**src/hdl/uart_mp_pkg.sv**
```systemverilog
// Overview of operation
// - Voted stop bit zero flags frame fault
// - Rearm start detection after last stop vote
// - Sixteen samples per bit, eight double speed
// - First vote sample 8, or 4
// - Middle vote sample 9, or 5
// - Character plus parity spans 5 to 10
// - Normal speed baud error about two percent
// - Double speed error 1.5 or 1.0 percent
// - Filter drops non-address frames before buffer
// - Filter leaves transmitter untouched
// - Type from first stop, or ninth bit
// - Type one address, zero data
// - Address frame stored and flagged as usual
// - Filter enable shares word with transmit-done flag
// - One character size for both directions
// - Bit level by majority of three
// - Frame and parity error flags buffered with their frame
package uart_mp_pkg;
   localparam logic [2:0] ADDR_DATA = 3'h0;
   localparam logic [2:0] ADDR_CSA = 3'h1;
   localparam logic [2:0] ADDR_CSB = 3'h2;
   localparam logic [2:0] ADDR_CSC = 3'h3;
   localparam logic [2:0] ADDR_BAUD_LO = 3'h4;
   localparam logic [2:0] ADDR_BAUD_HI = 3'h5;
   localparam int A_RXC = 7;
   localparam int A_TXC = 6;
   localparam int A_U2X = 1;
   localparam int A_MPCM = 0;
   localparam int B_RXEN = 4;
   localparam int B_TXEN = 3;
   localparam int B_SZ2 = 2;
   localparam int B_TB8 = 0;
   localparam int C_PAR_EN = 5;
   localparam int C_PAR_ODD = 4;
   localparam int C_STOP2 = 3;
   localparam int C_SZ_LO = 1;
   localparam logic [1:0] SZ_LO_RST = 2'h3;
   localparam logic [11:0] BAUD_RST = 12'h000;
   localparam logic [2:0] CHAR9_CODE = 3'h7;
   localparam logic [4:0] SPB_NORM = 5'h10;
   localparam logic [4:0] SPB_DBL = 5'h08;
   localparam logic [4:0] SF_NORM = 5'h08;
   localparam logic [4:0] SF_DBL = 5'h04;
   localparam logic [4:0] SM_NORM = 5'h09;
   localparam logic [4:0] SM_DBL = 5'h05;
   localparam logic [3:0] MIN_DATA_BITS = 4'h5;
   localparam int FIFO_DEPTH = 2;

   typedef enum logic [3:0] {
      RX_IDLE = 4'b0001,
      RX_START = 4'b0010,
      RX_DATA = 4'b0100,
      RX_STOP = 4'b1000
   } rx_state_type;

   typedef enum logic [1:0] {
      TX_IDLE = 2'b01,
      TX_BUSY = 2'b10
   } tx_state_type;
endpackage

```
**src/hdl/uart_mp_filter.sv**
```systemverilog
`timescale 1ns/1ps
module uart_mp_filter (
   input wire logic i_clk,
   input wire logic i_rst_n,
   input wire logic [2:0] i_addr,
   input wire logic [7:0] i_wdata,
   input wire logic i_wr,
   input wire logic i_rd,
   output logic [7:0] o_rdata,
   input wire logic i_rxd,
   output logic o_txd
);
   localparam int FIFO_DEPTH = uart_mp_pkg::FIFO_DEPTH;
   logic rxd_meta_q, rxd_q;
   logic [11:0] baud_q, baud_cnt_q;
   logic tick;
   logic u2x_q, mpcm_q, rxen_q, txen_q, sz2_q, tb8_q, par_en_q, par_odd_q, stop2_q;
   logic [1:0] sz_lo_q;
   logic [2:0] sz;
   logic nine;
   logic [3:0] data_bits, frame_bits;
   logic [8:0] mask9;
   logic [4:0] spb, sf, sm, sl;
   uart_mp_pkg::rx_state_type rx_state_q;
   logic [4:0] cnt_q;
   logic [3:0] bit_idx_q;
   logic v0_q, v1_q, vote;
   logic [9:0] shift_q;
   logic frame_done;
   logic [8:0] rx_char;
   logic rx_par, rx_pe, rx_fe, ftype, accept;
   logic [10:0] mem_q [FIFO_DEPTH];
   logic wr_ptr_q, rd_ptr_q;
   logic [1:0] count_q;
   logic pop, push, blocked, dor_q;
   logic [10:0] head;
   logic wr_csa;
   logic txc_q, tx_full_q, tx_b8_q, tx_done;
   logic [7:0] tx_buf_q;
   uart_mp_pkg::tx_state_type tx_state_q;
   logic [12:0] tx_frame, tx_shift_q;
   logic [3:0] tx_bits_q;
   logic [4:0] tx_cnt_q;
   logic txd_q;
   logic [7:0] rdata_q;

   // Pin passes two flops before any logic sees it
   always_ff @(posedge i_clk) begin
      if (!i_rst_n) begin
         rxd_meta_q <= 1'b1;
         rxd_q <= 1'b1;
      end else begin
         rxd_meta_q <= i_rxd;
         rxd_q <= rxd_meta_q;
      end
   end

   // Sample tick; divisor choice sets baud error budget
   assign tick = (baud_cnt_q == 12'h000);
   always_ff @(posedge i_clk) begin
      if (!i_rst_n) begin
         baud_cnt_q <= uart_mp_pkg::BAUD_RST;
      end else if (tick) begin
         baud_cnt_q <= baud_q;
      end else begin
         baud_cnt_q <= baud_cnt_q - 12'h001;
      end
   end

   // Shared character size for receiver and transmitter
   assign sz = {sz2_q, sz_lo_q};
   assign nine = (sz == uart_mp_pkg::CHAR9_CODE);
   always_comb begin
      if (sz[2] == 1'b0) begin
         data_bits = uart_mp_pkg::MIN_DATA_BITS + {2'h0, sz[1:0]};
      end else if (nine) begin
         data_bits = 4'h9;
      end else begin
         data_bits = 4'h8;
      end
   end
   assign frame_bits = data_bits + {3'h0, par_en_q};
   assign mask9 = 9'h1FF >> (4'h9 - data_bits);

   assign spb = u2x_q ? uart_mp_pkg::SPB_DBL : uart_mp_pkg::SPB_NORM;
   assign sf = u2x_q ? uart_mp_pkg::SF_DBL : uart_mp_pkg::SF_NORM;
   assign sm = u2x_q ? uart_mp_pkg::SM_DBL : uart_mp_pkg::SM_NORM;
   assign sl = sm + 5'h01;

   assign vote = (v0_q & v1_q) | (v0_q & rxd_q) | (v1_q & rxd_q);
   assign frame_done = (rx_state_q == uart_mp_pkg::RX_STOP) && tick && (cnt_q == sl);

   // Receive sequencer; disabling drops the frame in progress
   always_ff @(posedge i_clk) begin
      if (!i_rst_n || !rxen_q) begin
         rx_state_q <= uart_mp_pkg::RX_IDLE;
         cnt_q <= 5'h00;
         bit_idx_q <= 4'h0;
      end else if (tick) begin
         unique case (rx_state_q)
            uart_mp_pkg::RX_IDLE: begin
               if (!rxd_q) begin
                  rx_state_q <= uart_mp_pkg::RX_START;
                  cnt_q <= 5'h02;
               end
            end
            uart_mp_pkg::RX_START: begin
               cnt_q <= (cnt_q == spb) ? 5'h01 : cnt_q + 5'h01;
               if (cnt_q == sl && vote) begin
                  rx_state_q <= uart_mp_pkg::RX_IDLE;
               end else if (cnt_q == spb) begin
                  rx_state_q <= uart_mp_pkg::RX_DATA;
                  bit_idx_q <= 4'h0;
               end
            end
            uart_mp_pkg::RX_DATA: begin
               cnt_q <= (cnt_q == spb) ? 5'h01 : cnt_q + 5'h01;
               if (cnt_q == spb) begin
                  if (bit_idx_q == frame_bits - 4'h1) begin
                     rx_state_q <= uart_mp_pkg::RX_STOP;
                  end else begin
                     bit_idx_q <= bit_idx_q + 4'h1;
                  end
               end
            end
            uart_mp_pkg::RX_STOP: begin
               cnt_q <= cnt_q + 5'h01;
               // Rearm right after the last vote, no full stop bit
               if (cnt_q == sl) begin
                  rx_state_q <= uart_mp_pkg::RX_IDLE;
               end
            end
         endcase
      end
   end

   // Vote samples and bit capture
   always_ff @(posedge i_clk) begin
      if (!i_rst_n) begin
         v0_q <= 1'b1;
         v1_q <= 1'b1;
         shift_q <= 10'h000;
      end else if (tick) begin
         if (cnt_q == sf) begin
            v0_q <= rxd_q;
         end
         if (cnt_q == sm) begin
            v1_q <= rxd_q;
         end
         if (rx_state_q == uart_mp_pkg::RX_START) begin
            shift_q <= 10'h000;
         end else if (rx_state_q == uart_mp_pkg::RX_DATA && cnt_q == sl) begin
            shift_q[bit_idx_q] <= vote;
         end
      end
   end

   assign rx_char = shift_q[8:0] & mask9;
   assign rx_par = shift_q[data_bits];
   assign rx_pe = par_en_q & (^rx_char ^ rx_par ^ par_odd_q);
   assign rx_fe = ~vote;
   assign ftype = nine ? rx_char[8] : vote;
   assign accept = frame_done && !(mpcm_q && !ftype);

   // Two-entry receive buffer, flags kept per frame
   assign pop = i_rd && (i_addr == uart_mp_pkg::ADDR_DATA) && (count_q != 2'h0);
   assign blocked = (count_q == 2'h2) && !pop;
   assign push = accept && !blocked;
   assign head = (count_q != 2'h0) ? mem_q[rd_ptr_q] : 11'h000;

   always_ff @(posedge i_clk) begin
      if (!i_rst_n) begin
         for (int i = 0; i < FIFO_DEPTH; i++) begin
            mem_q[i] <= 11'h000;
         end
      end else if (push) begin
         mem_q[wr_ptr_q] <= {rx_pe, rx_fe, rx_char};
      end
   end

   always_ff @(posedge i_clk) begin
      if (!i_rst_n || !rxen_q) begin
         wr_ptr_q <= 1'b0;
         rd_ptr_q <= 1'b0;
         count_q <= 2'h0;
      end else begin
         if (push) begin
            wr_ptr_q <= ~wr_ptr_q;
         end
         if (pop) begin
            rd_ptr_q <= ~rd_ptr_q;
         end
         count_q <= count_q + {1'b0, push} - {1'b0, pop};
      end
   end

   // Lost-frame marker holds until a frame is stored again
   always_ff @(posedge i_clk) begin
      if (!i_rst_n || !rxen_q) begin
         dor_q <= 1'b0;
      end else if (accept && blocked) begin
         dor_q <= 1'b1;
      end else if (push) begin
         dor_q <= 1'b0;
      end
   end

   // Control registers
   assign wr_csa = i_wr && (i_addr == uart_mp_pkg::ADDR_CSA);
   always_ff @(posedge i_clk) begin
      if (!i_rst_n) begin
         u2x_q <= 1'b0;
         mpcm_q <= 1'b0;
         rxen_q <= 1'b0;
         txen_q <= 1'b0;
         sz2_q <= 1'b0;
         tb8_q <= 1'b0;
         par_en_q <= 1'b0;
         par_odd_q <= 1'b0;
         stop2_q <= 1'b0;
         sz_lo_q <= uart_mp_pkg::SZ_LO_RST;
         baud_q <= uart_mp_pkg::BAUD_RST;
      end else if (i_wr) begin
         unique case (i_addr)
            uart_mp_pkg::ADDR_CSA: begin
               u2x_q <= i_wdata[uart_mp_pkg::A_U2X];
               mpcm_q <= i_wdata[uart_mp_pkg::A_MPCM];
            end
            uart_mp_pkg::ADDR_CSB: begin
               rxen_q <= i_wdata[uart_mp_pkg::B_RXEN];
               txen_q <= i_wdata[uart_mp_pkg::B_TXEN];
               sz2_q <= i_wdata[uart_mp_pkg::B_SZ2];
               tb8_q <= i_wdata[uart_mp_pkg::B_TB8];
            end
            uart_mp_pkg::ADDR_CSC: begin
               par_en_q <= i_wdata[uart_mp_pkg::C_PAR_EN];
               par_odd_q <= i_wdata[uart_mp_pkg::C_PAR_ODD];
               stop2_q <= i_wdata[uart_mp_pkg::C_STOP2];
               sz_lo_q <= i_wdata[uart_mp_pkg::C_SZ_LO +: 2];
            end
            uart_mp_pkg::ADDR_BAUD_LO: baud_q[7:0] <= i_wdata;
            uart_mp_pkg::ADDR_BAUD_HI: baud_q[11:8] <= i_wdata[3:0];
            default: ;
         endcase
      end
   end

   // Transmit-done: one-to-clear, shares the word with the filter enable
   always_ff @(posedge i_clk) begin
      if (!i_rst_n) begin
         txc_q <= 1'b0;
      end else if (tx_done) begin
         txc_q <= 1'b1;
      end else if (wr_csa && i_wdata[uart_mp_pkg::A_TXC]) begin
         txc_q <= 1'b0;
      end
   end

   // Transmitter ignores the filter setting entirely
   always_ff @(posedge i_clk) begin
      if (!i_rst_n) begin
         tx_full_q <= 1'b0;
         tx_buf_q <= 8'h00;
         tx_b8_q <= 1'b0;
      end else if (i_wr && i_addr == uart_mp_pkg::ADDR_DATA && !tx_full_q) begin
         tx_full_q <= 1'b1;
         tx_buf_q <= i_wdata;
         tx_b8_q <= tb8_q;
      end else if (tx_state_q == uart_mp_pkg::TX_IDLE && txen_q) begin
         tx_full_q <= 1'b0;
      end
   end

   always_comb begin
      logic [8:0] d9;
      d9 = {tx_b8_q, tx_buf_q} & mask9;
      tx_frame = {3'h7, d9 | ~mask9, 1'b0};
      if (par_en_q) begin
         tx_frame[data_bits + 4'h1] = ^d9 ^ par_odd_q;
      end
   end

   assign tx_done = (tx_state_q == uart_mp_pkg::TX_BUSY) && tick && (tx_cnt_q == spb - 5'h01)
                    && (tx_bits_q == 4'h0) && !tx_full_q;

   always_ff @(posedge i_clk) begin
      if (!i_rst_n) begin
         tx_state_q <= uart_mp_pkg::TX_IDLE;
         tx_shift_q <= 13'h1FFF;
         tx_bits_q <= 4'h0;
         tx_cnt_q <= 5'h00;
         txd_q <= 1'b1;
      end else begin
         unique case (tx_state_q)
            uart_mp_pkg::TX_IDLE: begin
               txd_q <= 1'b1;
               if (tx_full_q && txen_q) begin
                  tx_state_q <= uart_mp_pkg::TX_BUSY;
                  tx_shift_q <= tx_frame;
                  tx_bits_q <= frame_bits + {3'h0, stop2_q} + 4'h1;
                  tx_cnt_q <= 5'h00;
               end
            end
            uart_mp_pkg::TX_BUSY: begin
               txd_q <= tx_shift_q[0];
               if (tick) begin
                  if (tx_cnt_q == spb - 5'h01) begin
                     tx_cnt_q <= 5'h00;
                     tx_shift_q <= {1'b1, tx_shift_q[12:1]};
                     if (tx_bits_q == 4'h0) begin
                        tx_state_q <= uart_mp_pkg::TX_IDLE;
                     end else begin
                        tx_bits_q <= tx_bits_q - 4'h1;
                     end
                  end else begin
                     tx_cnt_q <= tx_cnt_q + 5'h01;
                  end
               end
            end
         endcase
      end
   end
   assign o_txd = txd_q;

   // Read data stands one cycle after the strobe
   always_ff @(posedge i_clk) begin
      if (!i_rst_n) begin
         rdata_q <= 8'h00;
      end else if (i_rd) begin
         unique case (i_addr)
            uart_mp_pkg::ADDR_DATA: rdata_q <= head[7:0];
            uart_mp_pkg::ADDR_CSA: rdata_q <= {count_q != 2'h0, txc_q, !tx_full_q, head[9],
                                              dor_q, head[10], u2x_q, mpcm_q};
            uart_mp_pkg::ADDR_CSB: rdata_q <= {3'h0, rxen_q, txen_q, sz2_q, head[8], tb8_q};
            uart_mp_pkg::ADDR_CSC: rdata_q <= {2'h0, par_en_q, par_odd_q, stop2_q, sz_lo_q, 1'b0};
            uart_mp_pkg::ADDR_BAUD_LO: rdata_q <= baud_q[7:0];
            uart_mp_pkg::ADDR_BAUD_HI: rdata_q <= {4'h0, baud_q[11:8]};
            default: rdata_q <= 8'h00;
         endcase
      end else begin
         rdata_q <= 8'h00;
      end
   end
   assign o_rdata = rdata_q;
endmodule

```
**config.mk**
```make
export PLATFORM = sky130hd
export DESIGN_NAME = uart_mp_filter
export DESIGN_NICKNAME = d
export VERILOG_FILES = /design/src/hdl/uart_mp_pkg.sv /design/src/hdl/uart_mp_filter.sv
export SDC_FILE = /design/constraint.sdc
export NUM_CORES = 1
export LEC_CHECK = 0
export ABC_CLOCK_PERIOD_IN_PS = 9500
export BUFFER_PORTS_ARGS = -buffer_cell sky130_fd_sc_hd__buf_2
export CAP_MARGIN = 20
export CORE_ASPECT_RATIO = 1.1
export CORE_MARGIN = 3
export CORE_UTILIZATION = 65
export CTS_CLUSTER_SIZE = 28
export DETAILED_ROUTE_END_ITERATION = 12
export HOLD_SLACK_MARGIN = 0.02
export PLACE_DENSITY = 0.88
export SLEW_MARGIN = 25
export SYNTH_ARGS = -nofsm -noshare
export SYNTH_HDL_FRONTEND = slang
export SYNTH_SLANG_ARGS = --single-unit
```
**constraint.sdc**
```tcl
create_clock -name i_clk -period 9.5 [get_ports i_clk]
set_clock_uncertainty 0.05 [all_clocks]
set_input_delay 1.9 -clock i_clk [delete_from_list [all_inputs] [get_ports i_clk]]
set_output_delay 1.9 -clock i_clk [all_outputs]
set_load 0.02 [all_outputs]
```
==> results of run 1 <==
-- synthesized netlist by cell type, types with 7 or more instances --
| cell type | instances | share of area [%] |
|---|---|---|
| dfxtp_1 | 112 | 31 |
| and3_1 | 7 | 0.60 |
| clkbuf_1 | 30 | 1.5 |
| xnor2_1 | 22 | 2.6 |
| a22oi_1 | 10 | 1.0 |
| nand2_1 | 80 | 4.1 |
| nor2b_1 | 13 | 1.1 |
| mux2_2 | 7 | 1.1 |
| a31oi_1 | 11 | 0.94 |
| nor3b_1 | 8 | 0.82 |
| inv_1 | 23 | 1.2 |
| nor3_1 | 24 | 1.6 |
| nor2_1 | 123 | 6.3 |
| xor2_1 | 14 | 1.7 |
| nand3_1 | 30 | 2.0 |
| or2_2 | 8 | 0.68 |
| a211o_1 | 7 | 0.83 |
| o21ai_0 | 42 | 2.9 |
| o22ai_1 | 8 | 0.68 |
| edfxtp_1 | 22 | 9.0 |
| nand2b_1 | 17 | 1.4 |
| a21oi_1 | 46 | 3.1 |
| or3_1 | 7 | 0.60 |
| mux2i_1 | 45 | 6.1 |
| ha_1 | 23 | 3.9 |
| o211a_1 | 8 | 1.1 |
-- flip-flops by register name, indices dropped and copies added, names as in the netlist, 2 cells and up, named ones only --
register,count
baud_cnt_q,12
baud_q,12
bit_idx_q,4
cnt_q,5
count_q,2
mem_q,22
o_rdata,8
rx_state_q,4
shift_q,10
sz_lo_q,2
tx_bits_q,4
tx_buf_q,8
tx_cnt_q,5
tx_shift_q,13
tx_state_q,2
-- final timing paths --
path              startpoint            end  depth (start not counted)
setup / recovery  sz_lo_q[0]  tx_shift_q[6]                         10
hold / removal    rxd_meta_q          rxd_q                          1
setup reg to reg  sz_lo_q[0]  tx_shift_q[6]                         10
hold reg to reg   rxd_meta_q          rxd_q                          1
-- cells by family after synthesis --
kind of cell               count (synthesis)  synth area share [%]
adders and majority gates                 24                 4.051
DFF                                      134                 39.49
xor gates and xnor gates                  37                 4.596
AOI/OAI and AO/OA                        187                 17.29
buffers and inverters                     66                 3.574
muxes                                     53                 7.506
and+or+nand+nor                          356                 23.49
-- critical path: stages (launching register included) --
cell and delay [ps]:
dfxtp_1 660, ha_1 890, or2_4 300, ha_1 390, nor3_1 160, nor2_1 530, a31oi_1 210, and3_1 250
o211a_1 280, nor2_2 330, a41oi_1 160
-- layout make-up --
type	instances	area (um2)
clock inverters	8	58.81
fillers	762	2820
clock buffers	24	535.5
repair buffers	31	172.7
multi-input cells	657	4192
inverters	25	95.09
well taps	147	183.9
flip-flops and latches	134	2903
-- layer usage --
metal | wire, um | track usage (%) | vias up
li1 | - | - | 3096
met1 | 7778 | 37.91 | 3163
met2 | 9738 | 51.64 | 299
met3 | 1261 | 5.815 | 67
met4 | 773 | 15.55 | 0
met5 | 0 | 0 | -
-- where the power goes --
group	leakage, nW	total, mW	internal, mW	switching, mW
clock network	0.285	0.645	0.395	0.249
registers	1.12	0.646	0.614	0.0321
logic	1.64	0.261	0.101	0.161
-- per-stage QoR --
step                power [mW]  instances  instance area [um2]
finish                   1.553       1026                 8140
global route             1.607       1026                 8140
CTS                      1.550       1026                 8134
detailed placement      0.9069        994                 7540
global placement        0.8883        994                 7540
floorplan               0.8437        857                 7351
==> flow_metrics.py, run 1 <==
metrics = {
    "sta": {
        "slew_viol_final": 0,
        "final_hold_viol_count": 0,
        "whs_ps": 355.7,
        "slew_headroom_pct": 29.42,
        "grt_setup_unrepaired": "no",
        "fin_ws_ps": 5114,
        "setup_viol": 0,
        "fin_crit_sh_pct": 46.16,
        "finalCriticalPeriod_ps": 4386,
        "fmaxAchievable_mhz": 228.0,
        "worstMarginPinSlew_ps": 1044,
        "tns_ps": 0,
    },
    "placement": {
        "dp_hpwl_mm": 13.41,
        "place_ws_ps": 5076,
        "place.gp.congestion": 0.9258,
        "port_buffers": 24,
    },
    "pwr": {
        "p_leak_nw": 3.037,
        "ir_worst_vdd_mv": 0.1142,
        "power_per_cell_area_nw_per_um2": 190.7,
    },
    "setup_path": {
        "r2r_slack_ps": 5110,
        "end_kind": "flop",
        "critPathLaunchType": "flop",
        "cp.arrival_ps": 4600,
        "cp.required_ps": 9710,
        "critPathKind": "flop to flop",
        "worstPathMaxFanout": 30,
    },
    "cells_and_area": {
        "syn_to_final_growth_pct": 10.74,
        "final_common_cell": "nor2_1",
        "final_cell_mix": "nor2_1, dfxtp_1, nand2_1",
        "nets": 905,
        "antenna_cells": 0,
        "final_util_pct": 74.27,
        "drive_above_1_share_pct": 11.15,
    },
    "grt": {
        "grt_pass1_wl_mm": 31.22,
        "grt_overflow_total": 0,
        "grt_pass1_vias": 6383,
        "grt.total_usage_pct": 30.94,
        "grt_max_degree": 44,
        "antenna_found_initial": 0,
    },
    "synthesis": {
        "synthCells": 857,
        "syn_nets": 896,
        "ys_seq_area_share_pct": 39.49,
        "synth_seq_cells": 134,
        "avgSynthCellArea_um2": 8.577,
        "syn-cell-area_um2": 7351,
        "synth_edf_count": 22,
        "yosys_warnings": 0,
        "async_reset_ff_share_pct": 0,
        "synthFlopType": "dfxtp_1",
        "ys_types": 76,
    },
    "clock_network": {
        "holdBufCountCts": 0,
        "htreeDepth": 4,
        "numCtsBuffers": 17,
        "cts_resized": 0,
        "cts_max_path_buffers": 2,
        "clk_latency_ps": 430,
        "clkSlewWorstSetupHoldPaths_ps": 60,
        "cts_tree": "done",
        "ctsRootBufferMaster": "clkbuf_16",
        "cts_setup_buffers": 0,
        "cts.sinks": 134,
    },
    "floorplan": {
        "dieArea_um2": 12620,
        "coreArea_um2": 10960,
        "start_util_pct": 67.07,
        "ioPinCount": 25,
        "dieWidth_um": 107.4,
        "placementRows": 40,
        "die_h_um": 117.5,
    },
    "route": {
        "routedWlPerCell_um": 19.06,
        "drt-pass1-iter-count": 7,
        "finalWirelength_mm": 19.55,
        "vias": 6625,
        "route.detailed.drc": 0,
        "vias_per_cell": 6.457,
        "ant_nets": 0,
        "initialDrtViolationCount": 617,
    },
    "job": {
        "cap_violations": 0,
    },
    "worst_hold_path": {
        "hold_class": "flop to flop",
    },
    "run_status": {
        "outcome": "finished, final reports clean",
    },
}
Power figures use the tool's default switching activity.
==> run 2, diff against run 1 <==
ABC_AREA = 1   (was not set)
ABC_CLOCK_PERIOD_IN_PS = 4400   (was 9500)
CORE_UTILIZATION = 62   (was 65)
PLACE_DENSITY = 0.85   (was 0.88)
clock period = 4.4 ns   (was 9.5 ns; I/O delays follow)
==> flow_metrics.py, run 2 <==
metrics = {
    "grt": {
        "grt_overflow_total": 0,
        "met3_usage_pct": 6.724,
        "grt_pass1_wl_mm": 30.90,
        "grt_use_met1_pct": 37.34,
        "grt_pass1_vias": 6499,
        "busiest_layer": "met2",
        "grt.total_usage_pct": 30.09,
        "grtUsageMet2_pct": 48.93,
        "antenna_found_initial": 0,
        "grt_max_degree": 29,
    },
    "sta": {
        "final_hold_viol_count": 0,
        "slew_viol_final": 0,
        "fin_crit_sh_pct": 84.59,
        "tns_ps": 0,
        "slew_headroom_pct": 49.17,
        "finalCriticalPeriod_ps": 3722,
        "setup_viol": 0,
        "worstMarginPinSlew_ps": 756.6,
        "grt_setup_unrepaired": "no",
        "fmaxAchievable_mhz": 268.7,
        "whs_ps": 389.8,
    },
    "synthesis": {
        "ys_types": 51,
        "synthMuxAreaShare_pct": 0,
        "synthCells": 1016,
        "synthFlopType": "dfxtp_1",
        "syn-cell-area_um2": 7308,
        "synth_top_area_share_pct": 30.68,
        "synth-xor-area-share_pct": 2.517,
        "synth_seq_cells": 134,
        "synth-simple-area-share_pct": 29.94,
        "synth_edf_count": 22,
        "avgSynthCellArea_um2": 7.193,
        "yosys.area.top_type": "dfxtp_1",
        "synth_top_family_by_area": "simple AND/OR/NAND/NOR gates",
        "synth_area_leaders": "dfxtp_1, nand2_1, edfxtp_1",
        "ys_seq_area_share_pct": 39.72,
        "async_reset_ff_share_pct": 0,
        "syn_nets": 1055,
        "yosysMostFrequentCell": "nand2_1",
        "synthAdderAreaFrac_pct": 3.938,
        "synth-compound-area-share_pct": 15.68,
        "yosys_warnings": 0,
        "synthTopCellsByCount": "nand2_1, nor2_1, inv_1, dfxtp_1, a21oi_1",
    },
    "floorplan": {
        "die_h_um": 119.9,
        "coreArea_um2": 11210,
        "dieWidth_um": 109.5,
        "placementRows": 40,
        "start_util_pct": 65.19,
        "dieArea_um2": 13130,
        "ioPinCount": 25,
    },
    "route": {
        "ant_nets": 0,
        "finalWirelength_mm": 19.15,
        "vias_per_cell": 5.792,
        "route.detailed.drc": 0,
        "routedWlPerCell_um": 15.99,
        "vias": 6939,
        "initialDrtViolationCount": 638,
        "drt-pass1-iter-count": 7,
    },
    "pwr": {
        "ir_worst_vdd_mv": 0.3245,
        "power_per_cell_area_nw_per_um2": 434.1,
        "p_leak_nw": 3.357,
        "p_total_mw": 3.520,
    },
    "setup_path": {
        "crit_buf_inv": 4,
        "max_stage_delay_ps": 540,
        "end_kind": "flop",
        "crit_chain": "ha_1 -> inv_1 -> nand2_2 -> ha_1 -> inv_1 -> nand3_4 -> nor2_4 -> nand2_4 -> o21ai_2 -> nand4_2 -> nor2_4 -> inv_1 -> ha_1 -> inv_1 -> ha_1 -> xnor2_1 -> or2_2 -> a21oi_1",
        "cp.arrival_ps": 4010,
        "crit_slowest_cell": "dfxtp_1",
        "cp.required_ps": 4690,
        "crit_family": "adder cells",
        "worstPathMaxFanout": 9,
        "worstSetupStartpoint": "sz_lo_q[0]",
        "reg2reg_from": "sz_lo_q[0]",
        "critPathKind": "flop to flop",
        "critPathLaunchType": "flop",
    },
    "placement": {
        "port_buffers": 24,
        "place.gp.congestion": 0.9372,
        "placedCellCount": 1166,
        "dp_hpwl_mm": 13.68,
    },
    "clock_network": {
        "cts_max_path_buffers": 2,
        "cts_resized": 0,
        "cts_setup_buffers": 0,
        "numCtsBuffers": 17,
        "ctsRootBufferMaster": "clkbuf_16",
        "clkSlewWorstSetupHoldPaths_ps": 60,
        "clk_latency_ps": 420,
        "holdBufCountCts": 0,
        "cts_tree": "done",
        "cts.sinks": 134,
        "htreeDepth": 4,
    },
    "cells_and_area": {
        "syn_to_final_growth_pct": 10.94,
        "largest_reg_flops": 22,
        "n_fill_cell": 869,
        "largestRegisters": "mem_q (22), tx_shift_q (13)",
        "final_common_cell": "nand2_1",
        "final_cell_mix": "nand2_1, nor2_1, inv_1",
        "nets": 1077,
        "fin_cells": 1198,
        "top_register": "mem_q",
        "drive_above_1_share_pct": 10.66,
        "antenna_cells": 0,
    },
    "worst_hold_path": {
        "holdCritStartpoint": "baud_cnt_q[0]",
        "hold_class": "flop to flop",
    },
    "run_status": {
        "outcome": "finished, final reports clean",
    },
    "job": {
        "cap_violations": 0,
    },
}
run 2: area by class of cell:
cell class / count / area, um2 / share of cell area, %
clock buffers: 19 / 452.9 / 5.586
clock inverters: 13 / 143.9 / 1.775
inverters: 124 / 467.9 / 5.772
multi-input cells: 733 / 3806 / 46.94
flip-flops and latches: 134 / 2903 / 35.80
well taps: 147 / 183.9 / 2.269
repair buffers: 28 / 150.1 / 1.852
run 2: final timing paths:
path                   end  slack [ps]  cells past startpoint
max             count_q[1]         680                     18
min          baud_cnt_q[0]         390                      1
max reg2reg     count_q[1]         680                     18
min reg2reg  baud_cnt_q[0]         390                      1
run 2: stage by stage:
step	worst slack, ps	instance area (um2)	util [%]
final	678.0	8108	72.32
after global routing	353.5	8108	72.32
after CTS	704.8	8108	72.32
after detailed placement	750.7	7511	67.00
after global placement	877.7	7511	67.00
after floorplan	1269	7308	-
run 2: cells by family after synthesis:
family / after synthesis
buffers and inverters: 149
adders and majority gates: 23
DFF: 134
AOI/OAI and AO/OA: 203
xor gates and xnor gates: 21
and+or+nand+nor: 486
run 2: where the power goes:
group | total (mW) | switching [mW] | internal (mW)
clock | 1.43 | 0.559 | 0.870
sequential | 1.40 | 0.0639 | 1.34
combinational | 0.686 | 0.477 | 0.209
total | 3.52 | 1.10 | 2.42
run 2: per-layer routing:
layer,wire [um],part of all wire [%]
met1,7800,41
met2,9110,48
met3,1411,7.4
met4,830,4.3
met5,0,0
run 2: worst reg2reg max path: stages (launching register included):
cell	delay (ps)
dfxtp_1	540
ha_1	410
inv_1	120
nand2_2	190
ha_1	320
inv_1	150
nand3_4	100
nor2_4	170
nand2_4	90
o21ai_2	180
nand4_2	130
nor2_4	170
inv_1	60
ha_1	260
inv_1	30
ha_1	180
xnor2_1	130
or2_2	270
a21oi_1	110
==> run 3, diff against run 2 <==
ABC_CLOCK_PERIOD_IN_PS = 3400   (was 4400)
CORE_UTILIZATION = 56   (was 62)
PLACE_DENSITY = 0.81   (was 0.85)
clock period = 3.4 ns   (was 4.4 ns; I/O delays follow)
==> flow_metrics.py, run 3 (synthesis gave the netlist of run 2 again) <==
metrics = {
    "run_status": {
        "outcome": "finished, final reports clean",
    },
    "cells_and_area": {
        "top_register": "mem_q",
        "multi_input_area_um2": 3819,
        "final_common_cell": "nand2_1",
        "syn_to_final_growth_pct": 12.93,
        "largestRegisters": "mem_q (22), tx_shift_q (13)",
        "n_fill_cell": 1083,
        "final_cell_mix": "nand2_1, nor2_1, inv_1",
        "nets": 1091,
        "ff_latch_area_um2": 2903,
        "antenna_cells": 0,
        "largest_reg_flops": 22,
        "drive_above_1_share_pct": 11.75,
    },
    "route": {
        "ant_nets": 0,
        "route.detailed.drc": 0,
        "routedWlPerCell_um": 15.06,
        "vias_per_cell": 5.571,
        "initialDrtViolationCount": 675,
        "drt-pass1-iter-count": 5,
        "vias": 6802,
        "finalWirelength_mm": 18.39,
    },
    "clock_network": {
        "holdBufCountCts": 0,
        "clk_latency_ps": 430,
        "clkSlewWorstSetupHoldPaths_ps": 60,
        "cts.sinks": 134,
        "htreeDepth": 4,
        "ctsRootBufferMaster": "clkbuf_16",
        "cts_max_path_buffers": 2,
        "cts_tree": "done",
        "numCtsBuffers": 17,
    },
    "sta": {
        "final_hold_viol_count": 0,
        "fmaxAchievable_mhz": 311.7,
        "worstMarginPinSlew_ps": 702.0,
        "tns_ps": 0,
        "slew_headroom_pct": 52.88,
        "grt_setup_unrepaired": "no",
        "fin_crit_sh_pct": 94.36,
        "finalCriticalPeriod_ps": 3208,
        "slew_viol_final": 0,
        "setup_viol": 0,
    },
    "placement": {
        "dp_hpwl_mm": 13.52,
        "port_buffers": 24,
        "place.gp.congestion": 0.9032,
    },
    "pwr": {
        "power_per_cell_area_nw_per_um2": 556.2,
        "power_switching_mw": 1.389,
        "p_int_mw": 3.201,
        "p_total_mw": 4.591,
        "swShare_pct": 30.26,
        "clkPwrFrac_pct": 41.2,
        "pwr-share-seq_pct": 39.5,
        "p_leak_nw": 3.423,
        "ir_worst_vdd_mv": 0.3420,
        "power_frac_comb_pct": 19.3,
    },
    "grt": {
        "grt_pass1_wl_mm": 30.91,
        "grt_overflow_total": 0,
        "antenna_found_initial": 0,
        "grt_max_degree": 52,
        "grt_pass1_vias": 6475,
        "grt.total_usage_pct": 26.86,
    },
    "setup_path": {
        "critPathKind": "flop to flop",
        "end_kind": "flop",
        "critPathLaunchType": "flop",
        "rr_endpoint": "count_q[1]",
        "r2r_slack_ps": 190,
        "ff2ff_path_depth": 17,
        "reg2reg_from": "sz_lo_q[1]",
        "cp.arrival_ps": 3520,
        "cp.required_ps": 3710,
        "worstPathMaxFanout": 11,
    },
    "worst_hold_path": {
        "holdCritStartpoint": "rxd_meta_q",
        "hold_end": "rxd_q",
        "hold_class": "flop to flop",
        "whs_path_depth": 1,
    },
    "floorplan": {
        "ioPinCount": 25,
        "coreArea_um2": 12700,
        "dieWidth_um": 114.9,
        "dieArea_um2": 14460,
        "placementRows": 43,
        "start_util_pct": 57.56,
        "die_h_um": 125.8,
    },
    "job": {
        "cap_violations": 0,
    },
}
## run 3: cell types whose count changed in the layout (fill, tap and decap cells not counted)
cell,delta
ha_1,-1
ha_4,+1
inv_4,-2
inv_6,-1
clkinvlp_4,+3
buf_4,+14
clkinv_4,-3
o21ai_0,+1
clkbuf_8,-1
clkbuf_16,+2
clkbuf_1,+1
o21ai_1,-1
## run 3: stage by stage
step | utilization (%) | cells | hold slack (ps) | cell area [um2] | setup WS [ps]
final | 65.00 | 1221 | 360.6 | 8253 | 191.9
after global routing | 65.00 | 1221 | 394.7 | 8253 | 5.639
after CTS | 64.84 | 1220 | 363.0 | 8233 | 73.86
after detailed placement | 60.02 | 1189 | 349.7 | 7621 | 85.16
after global placement | 60.02 | 1189 | 345.0 | 7621 | 202.1
after floorplan | - | 1016 | 342.5 | 7308 | 269.3
## run 3: worst max-delay path by stage
stage | cells after the start | slack, ps | start | to
CTS | 17 | 70 | sz_lo_q[1] | count_q[1]
global route | 17 | 6 | sz_lo_q[1] | count_q[1]
floorplan | 11 | 270 | sz_lo_q[1] | mem_q[1][0]
detailed placement | 17 | 90 | sz_lo_q[1] | count_q[1]
finish | 17 | 190 | sz_lo_q[1] | count_q[1]
global placement | 17 | 200 | sz_lo_q[1] | count_q[1]
## run 3: power by group through the flow
stage | clock (mW) | combinational, mW | sequential, mW
finish | 1.89 | 0.885 | 1.81
global route | 1.98 | 0.997 | 1.83
CTS | 1.90 | 0.877 | 1.81
detailed placement | 0 | 0.868 | 1.84
global placement | 0 | 0.846 | 1.84
floorplan | 0 | 0.640 | 1.83
## run 3: cell type report
class	count	area share [%]
Clock buffer	21	5.973
Clock inverter	10	1.440
Inverter	124	5.670
Multi-Input combinational cell	733	46.27
Sequential cell	134	35.17
Tap cell	157	2.380
Timing Repair Buffer	42	3.093
## run 3: per-layer routing
metal / up-vias / track usage, % / part of all wire [%]
met5: - / 0 / 0
met4: 0 / 13.95 / 4.2
met3: 54 / 5.334 / 6.6
met2: 213 / 43.94 / 48
met1: 3107 / 33.25 / 41
li1: 3428 / - / -
## run 3: timing repair
item,CTS,global route
endpoints found under the setup margin,0,1
setup buffers,0,1
resized for setup,0,1
hold endpoints to repair,0,0
## run 3: worst max-delay path, cell delays in order (launching register included)
cell and delay, ps:
dfxtp_1 340, ha_4 300, nand2_4 100, ha_1 330, inv_1 140, nand3_4 100
nor2_4 170, nand2_4 90, o21ai_2 180, nand4_2 130, nor2_4 140, inv_1 60
ha_1 260, inv_1 40, ha_1 180, xnor2_1 130, or2_2 270, a21oi_1 110
